`src/core/hpp_pkg.sv`:
```
package hpp_pkg;
    // register byte addresses (8-bit register space, index form)
    localparam logic [7:0] ADDR_DATA_PORT = 8'h08;
    localparam logic [7:0] ADDR_STROBE_PORT = 8'h09;
    localparam logic [7:0] ADDR_IRQ_FLAGS = 8'h0C;
    localparam logic [7:0] ADDR_STATUS_DIR = 8'h89;
    localparam logic [7:0] ADDR_IRQ_ENABLES = 8'h8C;
    localparam logic [7:0] ADDR_IRQ_CLEAR = 8'hF0;
    localparam logic [7:0] ADDR_DATA_DIR = 8'h88;
    // status/direction field positions
    localparam int BIT_IN_PEND = 7;
    localparam int BIT_OUT_PEND = 6;
    localparam int BIT_IN_OVR = 5;
    localparam int BIT_HOST_SEL = 4;
    localparam int BIT_DIR_SELECT = 2;
    localparam int BIT_DIR_STORE = 1;
    localparam int BIT_DIR_FETCH = 0;
    // interrupt flag position
    localparam int BIT_XFER_FLAG = 7;
    // reset values
    localparam logic [2:0] RST_STROBE_DIR = 3'h7;
    localparam logic [7:0] RST_IRQ = 8'h00;
    localparam logic [7:0] RST_DATA = 8'h00;
    localparam logic [2:0] RST_STROBE_OUT = 3'h0;
    localparam logic [7:0] RST_DATA_DIR = 8'hFF;
endpackage

```
`src/core/hpp_strobe_detect.sv`:
```
`timescale 1ns/1ps
// turns the host strobes into a fetch access level and one-cycle end-of-access events
module hpp_strobe_detect (
    input wire logic clk,
    input wire logic rst,
    input wire logic enable,
    input wire logic select_n,
    input wire logic fetch_n,
    input wire logic store_n,
    output logic read_active,
    output logic read_done,
    output logic write_done
);
    logic rd_q; // fetch access seen last cycle
    logic wr_q; // store access seen last cycle
    wire rd_now = enable && !select_n && !fetch_n;
    wire wr_now = enable && !select_n && !store_n;

    // register the access levels; an access ends on its trailing edge
    always_ff @(posedge clk) begin
        if (rst) begin
            rd_q <= 1'b0;
            wr_q <= 1'b0;
        end else begin
            rd_q <= rd_now;
            wr_q <= wr_now;
        end
    end

    assign read_active = rd_now;
    assign read_done = rd_q && !rd_now;
    assign write_done = wr_q && !wr_now;
endmodule

```
`src/core/hpp_top.sv`:
```
`timescale 1ns/1ps
// What this block does
// - bit 4 selects host port mode
// - bit 7 flags unread host-written byte
// - bit 6 flags unread CPU-written byte
// - bit 5 sticky overrun on write-while-full
// - bit 3 always reads zero
// - bits 2..0 set strobe pin directions outside host mode
// - reset clears flags, sets directions to one
// - data port is GPIO or host bus
// - fetch pin is host read control
// - store pin is host write control
// - select pin qualifies every host access
module hpp_top (
    input wire logic SYS_CLK,
    input wire logic RESET,
    input wire logic [7:0] ADDR,
    input wire logic [7:0] WDATA,
    input wire logic WR_STB,
    input wire logic RD_STB,
    output logic [7:0] RDATA,
    output logic IRQ,
    input wire logic [7:0] DATA_IN,
    output logic [7:0] DATA_OUT,
    output logic [7:0] DATA_OE_N,
    input wire logic [2:0] STROBE_IN,
    output logic [2:0] STROBE_OUT,
    output logic [2:0] STROBE_OE_N
);
    // the two byte latches of the data port
    logic [7:0] out_latch_q; // latch written by the CPU
    logic [7:0] in_latch_q; // latch written by the host
    // general purpose view of the pins
    logic [7:0] data_dir_q; // gpio direction of the data port, 1 = input
    logic [2:0] strobe_out_q; // gpio levels for the strobe pins
    logic [2:0] strobe_dir_q; // 1 = input
    // fields of the status/direction register
    logic host_sel_q; // 1 = data port serves the external master
    logic in_pend_q; // host byte waits for the CPU
    logic out_pend_q; // CPU byte waits for the host
    logic in_ovr_q; // host wrote over an unread byte
    // interrupt state
    logic [7:0] irq_flags_q; // sticky events
    logic [7:0] irq_en_q; // one enable per flag
    logic irq_q; // registered interrupt level
    // output flops; every top output except IRQ (from irq_q) comes straight from one of these
    logic [7:0] rdata_q; // read data, zero outside the answer cycle
    logic [7:0] data_out_q; // data pin drive
    logic [7:0] data_oe_n_q; // data pin enables, low = drive
    logic [2:0] strobe_oe_n_q; // strobe pin enables, low = drive
    logic [2:0] strobe_out_pin_q; // strobe pin drive

    // fetch access level and end-of-access events from the strobe detector
    logic host_read_active; // in host mode, select and fetch both low now
    logic host_read_done; // a fetch access ended this cycle
    logic host_write_done; // a store access ended this cycle

    // address compare used by every register select
    function automatic logic addr_hit(input logic [7:0] addr, input logic [7:0] target);
        return addr == target;
    endfunction

    // host handshake timing, one clock per step:
    // the strobe pins are sampled straight, being synchronous to the clock;
    // an access is select low together with fetch or store low;
    // the detector registers the access level and flags its trailing edge;
    // a write takes the bus byte at that trailing edge, so the master must
    // keep the byte on the bus for one clock after it releases store;
    // a read turns the data drivers on one clock after the access is seen
    // and off one clock after it ends, so the master samples late in it.
    // limitation: an access that spans no clock edge may be missed, and two
    // accesses with no idle clock between them merge into one
    // strobe pins are fetch, store, select on bits 0, 1, 2
    hpp_strobe_detect u_det (
        .clk(SYS_CLK),
        .rst(RESET),
        .enable(host_sel_q),
        .select_n(STROBE_IN[hpp_pkg::BIT_DIR_SELECT]),
        .fetch_n(STROBE_IN[hpp_pkg::BIT_DIR_FETCH]),
        .store_n(STROBE_IN[hpp_pkg::BIT_DIR_STORE]),
        .read_active(host_read_active),
        .read_done(host_read_done),
        .write_done(host_write_done)
    );

    // register selects, shared by the write side and the read side
    wire sel_data = addr_hit(ADDR, hpp_pkg::ADDR_DATA_PORT); // data port
    wire sel_strobe = addr_hit(ADDR, hpp_pkg::ADDR_STROBE_PORT); // strobe pin port
    wire sel_flags = addr_hit(ADDR, hpp_pkg::ADDR_IRQ_FLAGS); // interrupt flags
    wire sel_stat = addr_hit(ADDR, hpp_pkg::ADDR_STATUS_DIR); // status and strobe directions
    wire sel_en = addr_hit(ADDR, hpp_pkg::ADDR_IRQ_ENABLES); // interrupt enables
    wire sel_clr = addr_hit(ADDR, hpp_pkg::ADDR_IRQ_CLEAR); // write-only flag clear
    wire sel_dir = addr_hit(ADDR, hpp_pkg::ADDR_DATA_DIR); // write-only data direction
    // strobes qualified by their register
    wire wr_data = WR_STB && sel_data;
    wire wr_strobe = WR_STB && sel_strobe;
    wire wr_stat = WR_STB && sel_stat;
    wire wr_en = WR_STB && sel_en;
    wire wr_clr = WR_STB && sel_clr;
    wire wr_dir = WR_STB && sel_dir;
    wire rd_data = RD_STB && sel_data;
    // host write is latched at its trailing edge; the bus must still hold the byte
    wire host_wr = host_write_done;
    wire host_rd = host_read_done;

    // status word; bit 3 is unimplemented and reads zero
    wire [7:0] status_word = {in_pend_q, out_pend_q, in_ovr_q, host_sel_q, 1'b0, strobe_dir_q};

    // data port read: host byte in host mode, pin levels otherwise
    wire [7:0] data_read = host_sel_q ? in_latch_q : DATA_IN;

    // strobe port read: pin levels, upper bits zero
    wire [7:0] strobe_read = {5'h00, STROBE_IN};

    // read mux; unmapped addresses and the clear register read zero
    // the direction register is write-only; software keeps its own copy
    wire [7:0] rd_mux =
        sel_data ? data_read :
        sel_strobe ? strobe_read :
        sel_flags ? irq_flags_q :
        sel_stat ? status_word :
        sel_en ? irq_en_q : 8'h00;

    // events and their set-over-clear next values
    wire [7:0] irq_evt = (host_wr || host_rd) ? (8'h01 << hpp_pkg::BIT_XFER_FLAG) : 8'h00;
    wire [7:0] clr_mask = wr_clr ? WDATA : 8'h00;
    wire [7:0] irq_flags_d = (irq_flags_q & ~clr_mask) | irq_evt; // set wins
    // software may clear overrun by writing 0; a new overrun wins
    wire ovr_set = host_wr && in_pend_q;
    wire ovr_clr = wr_stat && !WDATA[hpp_pkg::BIT_IN_OVR];
    // pending flags: the setting party wins in a tie
    wire in_pend_d = host_wr ? 1'b1 : (rd_data && host_sel_q) ? 1'b0 : in_pend_q;
    wire out_pend_d = (wr_data && host_sel_q) ? 1'b1 : host_rd ? 1'b0 : out_pend_q;

    // pin drivers: host mode drives data only during a host read
    wire [7:0] data_oe_n_d = host_sel_q ? (host_read_active ? 8'h00 : 8'hFF) : data_dir_q;
    // host mode forces the strobe pins to inputs
    wire [2:0] strobe_oe_n_d = host_sel_q ? 3'h7 : strobe_dir_q;

    // mode and strobe directions: the writable part of the status/direction register
    always_ff @(posedge SYS_CLK) begin
        if (RESET) begin
            host_sel_q <= 1'b0;
            strobe_dir_q <= hpp_pkg::RST_STROBE_DIR;
        end else if (wr_stat) begin
            host_sel_q <= WDATA[hpp_pkg::BIT_HOST_SEL];
            strobe_dir_q <= WDATA[2:0];
        end
    end

    // pending flags are read-only to software; only the two data paths move them
    always_ff @(posedge SYS_CLK) begin
        if (RESET) begin
            in_pend_q <= 1'b0;
            out_pend_q <= 1'b0;
        end else begin
            in_pend_q <= in_pend_d;
            out_pend_q <= out_pend_d;
        end
    end

    // overrun stays set until software writes a 0 to it; a new overrun in
    // the same cycle as that write wins, so no lost byte goes unreported
    always_ff @(posedge SYS_CLK) begin
        if (RESET) begin
            in_ovr_q <= 1'b0;
        end else begin
            in_ovr_q <= ovr_set ? 1'b1 : (ovr_clr ? 1'b0 : in_ovr_q);
        end
    end

    // data latches and the strobe pin gpio levels
    always_ff @(posedge SYS_CLK) begin
        if (RESET) begin
            out_latch_q <= hpp_pkg::RST_DATA;
            in_latch_q <= hpp_pkg::RST_DATA;
            strobe_out_q <= hpp_pkg::RST_STROBE_OUT;
        end else begin
            if (wr_data) begin
                out_latch_q <= WDATA;
            end
            if (host_write_done) begin
                in_latch_q <= DATA_IN;
            end
            if (wr_strobe) begin
                strobe_out_q <= WDATA[2:0];
            end
        end
    end

    // gpio direction of the data port, kept in a register of its own
    always_ff @(posedge SYS_CLK) begin
        if (RESET) begin
            data_dir_q <= hpp_pkg::RST_DATA_DIR; // all inputs so nothing fights at power-up
        end else if (wr_dir) begin
            data_dir_q <= WDATA;
        end
    end

    // next enables, and the interrupt level built from next values so that
    // the output follows a flag or enable change with no extra cycle of lag
    wire [7:0] irq_en_d = wr_en ? WDATA : irq_en_q;
    wire irq_d = |(irq_flags_d & irq_en_d);

    // sticky event flags; set wins over a clear in the same cycle
    always_ff @(posedge SYS_CLK) begin
        if (RESET) begin
            irq_flags_q <= hpp_pkg::RST_IRQ;
        end else begin
            irq_flags_q <= irq_flags_d;
        end
    end

    // interrupt enables
    always_ff @(posedge SYS_CLK) begin
        if (RESET) begin
            irq_en_q <= hpp_pkg::RST_IRQ;
        end else begin
            irq_en_q <= irq_en_d;
        end
    end

    // level interrupt output, high while an enabled flag is set
    always_ff @(posedge SYS_CLK) begin
        if (RESET) begin
            irq_q <= 1'b0;
        end else begin
            irq_q <= irq_d;
        end
    end

    // read data stand only in the cycle after the strobe and are zero
    // otherwise, so a late sample can never pick up a stale byte
    always_ff @(posedge SYS_CLK) begin
        if (RESET) begin
            rdata_q <= 8'h00;
        end else begin
            rdata_q <= RD_STB ? rd_mux : 8'h00;
        end
    end

    // pin flops; drive values follow a write at the same edge, so the pins
    // never show the old latch for an extra cycle
    always_ff @(posedge SYS_CLK) begin
        if (RESET) begin
            data_out_q <= hpp_pkg::RST_DATA;
            data_oe_n_q <= 8'hFF;
            strobe_oe_n_q <= 3'h7;
            strobe_out_pin_q <= hpp_pkg::RST_STROBE_OUT;
        end else begin
            data_out_q <= wr_data ? WDATA : out_latch_q;
            data_oe_n_q <= data_oe_n_d;
            strobe_oe_n_q <= strobe_oe_n_d;
            strobe_out_pin_q <= wr_strobe ? WDATA[2:0] : strobe_out_q;
        end
    end

    assign RDATA = rdata_q;
    assign IRQ = irq_q;
    assign DATA_OUT = data_out_q;
    assign DATA_OE_N = data_oe_n_q;
    assign STROBE_OUT = strobe_out_pin_q;
    assign STROBE_OE_N = strobe_oe_n_q;
endmodule

```
`config.mk`:
```
export PLATFORM = sky130hd
export DESIGN_NAME = hpp_top
export DESIGN_NICKNAME = d
export VERILOG_FILES = /design/src/core/hpp_pkg.sv /design/src/core/hpp_strobe_detect.sv /design/src/core/hpp_top.sv
export SDC_FILE = /design/constraint.sdc
export NUM_CORES = 1
export LEC_CHECK = 0
export ABC_AREA = 0
export BUFFER_PORTS_ARGS = -buffer_cell sky130_fd_sc_hd__buf_2
export CORE_UTILIZATION = 50
export DETAILED_ROUTE_END_ITERATION = 7
export PLACE_DENSITY_LB_ADDON = 0.2
export SLEW_MARGIN = 20
export SYNTH_ARGS = -nofsm -noshare
export SYNTH_HDL_FRONTEND = slang
export SYNTH_HIERARCHICAL = 1
export SYNTH_SLANG_ARGS = --single-unit
export TNS_END_PERCENT = 1
```
`constraint.sdc`:
```
create_clock -name SYS_CLK -period 2.35 [get_ports SYS_CLK]
set_input_delay 0.235 -clock SYS_CLK [delete_from_list [all_inputs] [get_ports SYS_CLK]]
set_output_delay 0.235 -clock SYS_CLK [all_outputs]
set_load 0.01 [all_outputs]
```
; ---- Yosys cells after proc, flatten, opt, wreduce, memory -nomap -nowiden
; Index checks and enable logic that the tools add are counted.
[classes]
addsub = 0
multipliers = 0
div_mod_pow = 0
order_cmp = 0
eq_ne = 7
shift = 0
n_mux = 17
bitwise_logic = 5
n_reduce_logical = 29
[op_table]
columns = operator, count
row1 = $mux W8, 11
row2 = $eq A8 B8 Y1 const B, 4
row3 = $eq A8 B4 Y1 const B, 3
row4 = $and A8 B8 Y8, 2
row5 = $logic_and A1 B1 Y1, 16
row6 = $not A8 Y8, 1
row7 = $or A8 B8 Y8, 1
row8 = $reduce_or A8 Y1, 1
row9 = $logic_not A1 Y1, 6
row10 = $mux W1, 6
row11 = $reduce_bool A2 Y1, 3
row12 = $reduce_or A2 Y1, 2
row13 = $logic_or A1 B1 Y1, 1
row14 = $not A1 Y1, 1
[word_totals]
register_bits = 72
latchBits = 0
ramBits = 0
mem_bits_ro = 0
inputBits = 31
output_inout_bits = 31
wordCells = 75
n_memories = 0

; ---- Longest topological paths before layout
; Gate-level depths: netlist of the first run.
[logic_depth]
word_depth = 10
ltp_mapped = 8
depth_no_buf = 5

; ---- Cells and area by module
; Netlist of the first run, hierarchy kept.
[modules_own_cells]
columns = module, instances, cells_per_inst, area_per_inst_um2, seq_area_each_um2
row1 = hpp_top, 1, 331, 3017.9, 1401.3
row2 = hpp_strobe_detect, 1, 8, 82.6, 40.0

; ---- Worst setup path before layout of the first run
; No wires, ideal clock.
[synth_timing]
path_type = input to register
start = input ADDR[5]
end = register irq_q (netlist: IRQ)
arrival_ps = 1885
setup_slack_ps = 323
path_stages = 6
path_buffers = 1
path_cell_list = or3_1 buf_6 nor3_4 mux2_2 a2111oi_2 a41oi_1
[synth_via]
elab_chain_len = 8
word_cells_on_any_way = 11
[synth_rtl]
columns = element, line_no
row1 = "start, declared", hpp_top.sv:17  ; input wire logic [7:0] ADDR,
row2 = $eq A8 B8 Y1, hpp_top.sv:60  ; return addr == target;
row3 = $logic_and A1 B1 Y1, hpp_top.sv:99  ; wire wr_clr = WR_STB && sel_clr;
row4 = $mux W8, hpp_top.sv:126  ; wire [7:0] clr_mask = wr_clr ? WDATA : 8'h00;
row5 = $not A8 Y8, hpp_top.sv:127  ; wire [7:0] irq_flags_d = (irq_flags_q & ~clr_mask) | irq_evt;
row6 = $and A8 B8 Y8, hpp_top.sv:127
row7 = $or A8 B8 Y8, hpp_top.sv:127
row8 = $and A8 B8 Y8 *, hpp_top.sv:203  ; wire irq_d = |(irq_flags_d & irq_en_d);
row9 = $reduce_or A8 Y1 *, hpp_top.sv:203
row10 = "end signal, assigned", hpp_top.sv:228  ; irq_q <= irq_d;
row11 = "end, declared", hpp_top.sv:45  ; logic irq_q;
; Every way passes the cells marked *; elsewhere a longest branch is shown, timed or not.
; A chain may end at the register's enable or synchronous reset.

; ---- Worst setup path in the final report of the first run
; Same ends and word-level chain as after synthesis.

==> flow_metrics.env, run 1 <==
export IMPL_synth_area_um2=3100
export IMPL_die_area_um2=6520
export IMPL_via_per_inst=5.483
export IMPL_setup_viol=0
export IMPL_antenna_found_initial=0
export IMPL_irDropWorstVdd_mv=0.4928
export IMPL_clk_latency_ns=0.35
export IMPL_status="finished clean"
export IMPL_clkTransAtPathRegs_ns=0.08
export IMPL_hold_path_class="in -> reg"
export IMPL_die_h_um=80.75
export IMPL_cts_resized=0
export IMPL_vias=2610
export IMPL_p_per_area_nw_per_um2=633.8
export IMPL_synth_nets=370
export IMPL_h_tree_depth=3
export IMPL_postLayoutCellArea_um2=3655
export IMPL_numPortBuffers=61
export IMPL_num_io_pins=62
export IMPL_wl_met2_um=3269
export IMPL_grt_ovfl_total=0
export IMPL_dp_hpwl_um=5206
export IMPL_clk_path_buf_depth=2
export IMPL_final_common_cell="dfxtp_1"
export IMPL_yosys_most_used_dff="dfxtp_1"
export IMPL_crit_buf_inv=1
export IMPL_max_cap_viol_count=0
export IMPL_post_route_min_period_ns=1.739
export IMPL_crit_chain="buf_2, or3_1, nor3_4, mux2_2, a2111oi_2, a41oi_1"
export IMPL_grt_pass1_vias=2417
export IMPL_cts_sinks=72
export IMPL_drt_antenna_violating_nets=0
export IMPL_synthCells=339
export IMPL_drive_gt1_share_pct=24.94
export IMPL_drt_met1_wl_um=3618
export IMPL_antenna_cells=0
export IMPL_synth_async_reset_ratio_pct=0
export IMPL_final_cell_mix="72 x dfxtp_1, 61 x buf_2, 43 x nor2_1, 23 x nand2_1, 23 x a21oi_1"
export IMPL_max_slew_margin_rel_pct=63.53
export IMPL_worstMarginPinSlew_ns=0.5470
export IMPL_wl_um=7343
export IMPL_yosysUniqueCellTypes=50
export IMPL_critPathArrivalTime_ns=1.94
export IMPL_final_nets=427
export IMPL_wire_per_inst_um=15.43
export IMPL_power_leakage_nw=1.482
export IMPL_dr_max_layer_used="met4"
export IMPL_area_delta_synth_final_pct=17.88
export IMPL_met3WireLength_um=339
export IMPL_n_fill_cell=545
export IMPL_rows=28
export IMPL_instances_no_fill=476
export IMPL_max_freq_ghz=0.5750
export IMPL_grt_max_degree=58
export IMPL_post_cts_buffers=0
export IMPL_rsz0062_at_grt="false"
export IMPL_worstPathRequired_ns=2.56
export IMPL_clock_root_buffer="clkbuf_8"
export IMPL_slowest_stage="or3_1"
export IMPL_grt_pass1_wl_um=11750
export IMPL_die_width_um=80.75
export IMPL_post_synth_cell_area_avg_um2=9.146
export IMPL_slew_viol_final=0
export IMPL_gp_congestion=0.8438
export IMPL_clock_skew_ns=0.006663
export IMPL_core_area_um2=5956
export IMPL_crit_fanout=5
export IMPL_critPathLaunchType="input port"
export IMPL_cp_top_family="simple AND/OR/NAND/NOR gates"
export IMPL_drtPass1Iterations=4
export IMPL_cts_tree="done"
export IMPL_max_stage_delay_ns=0.48
export IMPL_numCtsBuffers=9
export IMPL_grt_usage_pct=24.22
export IMPL_ys_warnings_count=6
export IMPL_synth_edf_count=0
export IMPL_ys_seq_area_share_pct=46.49
export IMPL_hold_violations=0
export IMPL_synth_seq_cells=72
export IMPL_place_inst=460
export IMPL_drc=0
export IMPL_fin_crit_sh_pct=74.00
export IMPL_drtIter0Drc=217
export IMPL_crit_type="in -> reg"
export IMPL_placed_area_um2=3458
export IMPL_fin_tns_setup_ns=0
export IMPL_cts_hold_buffers=0
export IMPL_end_kind="flip-flop"
export IMPL_start_util_pct=52.06
-- where the power goes --
part	internal [mW]	switching, mW	total [mW]
combinational	0.0445	0.0853	0.130
clock	0.513	0.452	0.965
sequential	1.22	0.000692	1.22
-- path summary, 6_finish.rpt --
check,to,from,cells after the start,slack (ns)
max,IRQ,ADDR[5],6,0.61
min,u_det/wr_q,STROBE_IN[1],2,0.10
max reg2reg,IRQ,host_sel_q,5,0.65
min reg2reg,DATA_OUT[2],DATA_OUT[2],2,0.46
-- Yosys cell counts, drive strengths merged (2+ instances only) --
| library cell | number | area share [%] |
|---|---|---|
| or3 | 5 | 1.0 |
| nor2 | 43 | 5.2 |
| o21bai | 8 | 1.9 |
| nand4 | 4 | 0.81 |
| inv | 17 | 2.1 |
| o211ai | 2 | 0.48 |
| clkbuf | 12 | 1.5 |
| o31ai | 3 | 0.73 |
| nor3 | 9 | 2.1 |
| nor2b | 7 | 1.4 |
| o21a | 2 | 0.48 |
| nand2b | 2 | 0.65 |
| a21oi | 23 | 3.7 |
| a32o | 2 | 0.65 |
| mux2i | 22 | 7.1 |
| a211oi | 4 | 0.97 |
| mux2 | 4 | 1.5 |
| a221oi | 6 | 1.7 |
| o21ai | 12 | 1.9 |
| buf | 14 | 2.5 |
| dfxtp | 72 | 46 |
| nand2 | 23 | 2.8 |
| and2 | 4 | 0.81 |
| nand3 | 5 | 0.81 |
| a211o | 12 | 3.4 |
| a221o | 3 | 0.97 |
-- layer usage --
layer | track usage [%] | vias up
li1 | - | 1317
met1 | 32.07 | 1213
met2 | 38.64 | 67
met3 | 4.607 | 13
met4 | 10.18 | 0
met5 | 0 | -
-- cell type report --
class	instances	area, um^2	share of cell area (%)
Clock buffer	10	137.6	3.766
Tap cell	75	93.84	2.568
Clock inverter	6	58.81	1.609
Multi-Input combinational cell	223	1468	40.16
Sequential cell	72	1441	39.44
Timing Repair Buffer	72	387.9	10.61
Inverter	18	67.56	1.849
-- cell families after synthesis --
| family | after synthesis | share of synthesized area [%] |
|---|---|---|
| AO/OA/AOI/OAI | 87 | 20.10 |
| buffers and inverters | 44 | 6.174 |
| flip-flops | 72 | 46.49 |
| multiplexers | 26 | 8.555 |
| AND/OR/NAND/NOR | 110 | 18.68 |
-- worst reg2reg max path: cells and delay by family (launching register included) --
kind / cells / cell delay, ns
flip-flops: 1 / 0.59
AND/OR/NAND/NOR: 2 / 0.42
AO/OA/AOI/OAI: 3 / 0.55
-- sequential cells by signal, summed over array words and instances, names as in the netlist --
register / cells
DATA_OE_N: 8
in_latch_q: 8
STROBE_OE_N: 3
out_pend_q: 1
irq_en_q: 8
STROBE_OUT: 3
RDATA: 8
u_det/wr_q: 1
strobe_dir_q: 3
in_pend_q: 1
u_det/rd_q: 1
in_ovr_q: 1
IRQ: 1
host_sel_q: 1
data_dir_q: 8
irq_flags_q: 8
DATA_OUT: 8
-- per-stage QoR --
step | worst slack, ns | hold slack (ns) | power [mW] | util, %
2_1_floorplan | 0.3226 | 0.3118 | 1.319 | -
3_3_place_gp | 0.3038 | 0.4365 | 1.375 | 58.07
3_5_place_dp | 0.2766 | 0.4421 | 1.377 | 58.07
4_1_cts | 0.6331 | 0.08993 | 2.324 | 61.37
5_1_grt | 0.5297 | 0.09590 | 2.399 | 61.37
6_report | 0.6110 | 0.1026 | 2.317 | 61.37
Note: power is estimated with default switching activity, not from simulation.
==> inputs of run 2 (changes only) <==
- ABC_AREA: 0 -> 1
- CORE_UTILIZATION: 50 -> 49
- clock period: 2.35 -> 1.59 ns (I/O delays scaled with it)
==> run 2 against run 1 <==
Against the previous run:
- sequential power rose by 48%
- clock skew rose by 0.0012 ns
- cell count rose by 17%
- via count rose by 10%
- wire length rose by 2.8%
- non-clock buffer count rose by 2
- highest routed layer unchanged
==> flow_metrics.env, run 2 <==
export IMPL_status="finished clean"
export IMPL_num_io_pins=62
export IMPL_grt_max_degree=31
export IMPL_final_common_cell="nand2_1"
export IMPL_wire_per_inst_um=13.50
export IMPL_postLayoutCellArea_um2=3630
export IMPL_use_met3_pct=7.841
export IMPL_grt_ovfl_total=0
export IMPL_synth_seq_cells=72
export IMPL_yosysUniqueCellTypes=26
export IMPL_ys_warnings_count=6
export IMPL_crit_chain="nand3_1, nand2_1, inv_1, buf_4, inv_1, o21ai_0, a21oi_1"
export IMPL_fin_crit_sh_pct=86.69
export IMPL_max_freq_ghz=0.7255
export IMPL_yosysMostFrequentCell="nand2_1"
export IMPL_cts_tree="done"
export IMPL_worstMarginPinSlew_ns=0.3729
export IMPL_dp_hpwl_um=5526
export IMPL_start_util_pct=50.82
export IMPL_crit_type="reg -> reg"
export IMPL_cts_resized=0
export IMPL_grt_pass1_vias=2692
export IMPL_grt_busiest_layer="met2"
export IMPL_die_width_um=80.37
export IMPL_clock_skew_ns=0.007827
export IMPL_clk_path_buf_depth=2
export IMPL_synth_top_cell_area_share_pct=47.90
export IMPL_max_cap_viol_count=0
export IMPL_slew_viol_final=0
export IMPL_numCtsBuffers=9
export IMPL_hold_path_depth=3
export IMPL_synth_async_reset_ratio_pct=0
export IMPL_core_area_um2=5921
export IMPL_post_synth_cell_area_avg_um2=7.393
export IMPL_reg2reg_depth=7
export IMPL_max_stage_delay_ns=0.47
export IMPL_synth_area_leader_cell="dfxtp_1"
export IMPL_clock_root_buffer="clkbuf_8"
export IMPL_synth_area_um2=3009
export IMPL_die_h_um=80.37
export IMPL_cts_sinks=72
export IMPL_max_slew_margin_rel_pct=75.08
export IMPL_irDropWorstVdd_mv=0.4832
export IMPL_drtPass1Iterations=4
export IMPL_postLayoutCoreUtil_pct=61.31
export IMPL_die_area_um2=6459
export IMPL_use_met1_pct=32.38
export IMPL_final_cell_mix="111 x nand2_1, 72 x dfxtp_1, 61 x buf_2, 52 x inv_1, 38 x a21oi_1"
export IMPL_hold_violations=0
export IMPL_rows=28
export IMPL_yosys_most_used_dff="dfxtp_1"
export IMPL_crit_top_cell="inv_1"
export IMPL_synthCells=407
export IMPL_post_cts_buffers=0
export IMPL_drt_antenna_violating_nets=0
export IMPL_rsz0062_at_grt="false"
export IMPL_worstPathRequired_ns=1.87
export IMPL_vias=2884
export IMPL_use_met2_pct=40.42
export IMPL_preCtsSetupSlack_ns=0.1001
export IMPL_clk_latency_ns=0.35
export IMPL_fin_tns_setup_ns=0
export IMPL_drive_gt1_share_pct=22.11
export IMPL_cts_hold_buffers=0
export IMPL_fin_ws_ns=0.2116
export IMPL_antenna_found_initial=0
export IMPL_placed_area_um2=3433
export IMPL_via_per_inst=5.159
export IMPL_crit_fanout=11
export IMPL_setup_viol=0
export IMPL_ys_seq_area_share_pct=47.90
export IMPL_numPortBuffers=61
export IMPL_post_route_min_period_ns=1.378
export IMPL_grt_pass1_wl_um=12440
export IMPL_slowest_stage="dfxtp_1"
export IMPL_clkTransAtPathRegs_ns=0.08
export IMPL_hold_path_class="in -> reg"
export IMPL_p_per_area_nw_per_um2=946.3
export IMPL_gp_congestion=0.8732
export IMPL_power_leakage_nw=1.818
export IMPL_hold_slack_ns=0.05799
export IMPL_synth_area_top_cells="dfxtp_1 48%, nand2_1 14%, inv_1 6.5%"
export IMPL_grt_usage_pct=25.62
export IMPL_drtIter0Drc=203
export IMPL_drc=0
export IMPL_yosys_top_cells_count="111 x nand2_1, 72 x dfxtp_1, 52 x inv_1"
export IMPL_synth_edf_count=0
export IMPL_wl_um=7548
export IMPL_critPathArrivalTime_ns=1.66
export IMPL_end_kind="flip-flop"
export IMPL_synth_nets=438
export IMPL_final_nets=510
export IMPL_antenna_cells=0
export IMPL_area_delta_synth_final_pct=20.62
export IMPL_h_tree_depth=3
export IMPL_critPathLaunchType="flip-flop"
==> run 2: cell types whose count changed after synthesis, moves of 12 or more <==
cell / change
a211o_1: -12
a21oi_1: +15
inv_1: +35
mux2i_1: -22
nand2_1: +88
nor2_1: -12
o21ai_0: +20
==> run 2: through the flow <==
step | total power, mW | std cells
2_1_floorplan | 1.933 | 407
3_3_place_gp | 2.021 | 543
3_5_place_dp | 2.024 | 543
4_1_cts | 3.448 | 559
5_1_grt | 3.568 | 559
6_report | 3.435 | 559
==> run 2: logic make-up after synthesis <==
kind of cell,count (synthesis),share of synthesized area [%]
simple gates,179,26.32
compound gates,89,16.55
flops,72,47.90
buf+inv,67,9.231
==> run 2: worst max-delay path: cells and delay by family, from the launching register on <==
family	cells	cell delay, ns
simple gates	2	0.20
flops	1	0.47
buf+inv	3	0.40
compound gates	2	0.24
==> run 2: area by class of cell <==
type                    instances  area, um^2
well taps                      75       93.84
clock inverters                 6       68.82
multi-input cells             268        1290
fillers                       550        2291
flip-flops and latches         72        1441
repair buffers                 74       402.9
inverters                      54       205.2
clock buffers                  10       127.6
==> run 2: metal layers <==
| layer | wire length (um) | vias up |
|---|---|---|
| met5 | 0 | - |
| met4 | 150 | 0 |
| met3 | 485 | 16 |
| met2 | 3413 | 106 |
| met1 | 3499 | 1305 |
| li1 | - | 1457 |
==> run 2: final timing paths <==
kind | startpoint | endpoint | slack [ns]
setup / recovery | host_sel_q | in_latch_q[0] | 0.21
hold / removal | DATA_IN[6] | in_latch_q[6] | 0.06
setup reg to reg | host_sel_q | in_latch_q[0] | 0.21
hold reg to reg | data_dir_q[5] | DATA_OE_N[5] | 0.45
==> run 2: report_power, final <==
group	total, mW	switching (mW)	internal [mW]	leakage [nW]
sequential	1.80	0.00101	1.80	0.581
combinational	0.180	0.122	0.0579	1.14
clock	1.45	0.717	0.733	0.0968
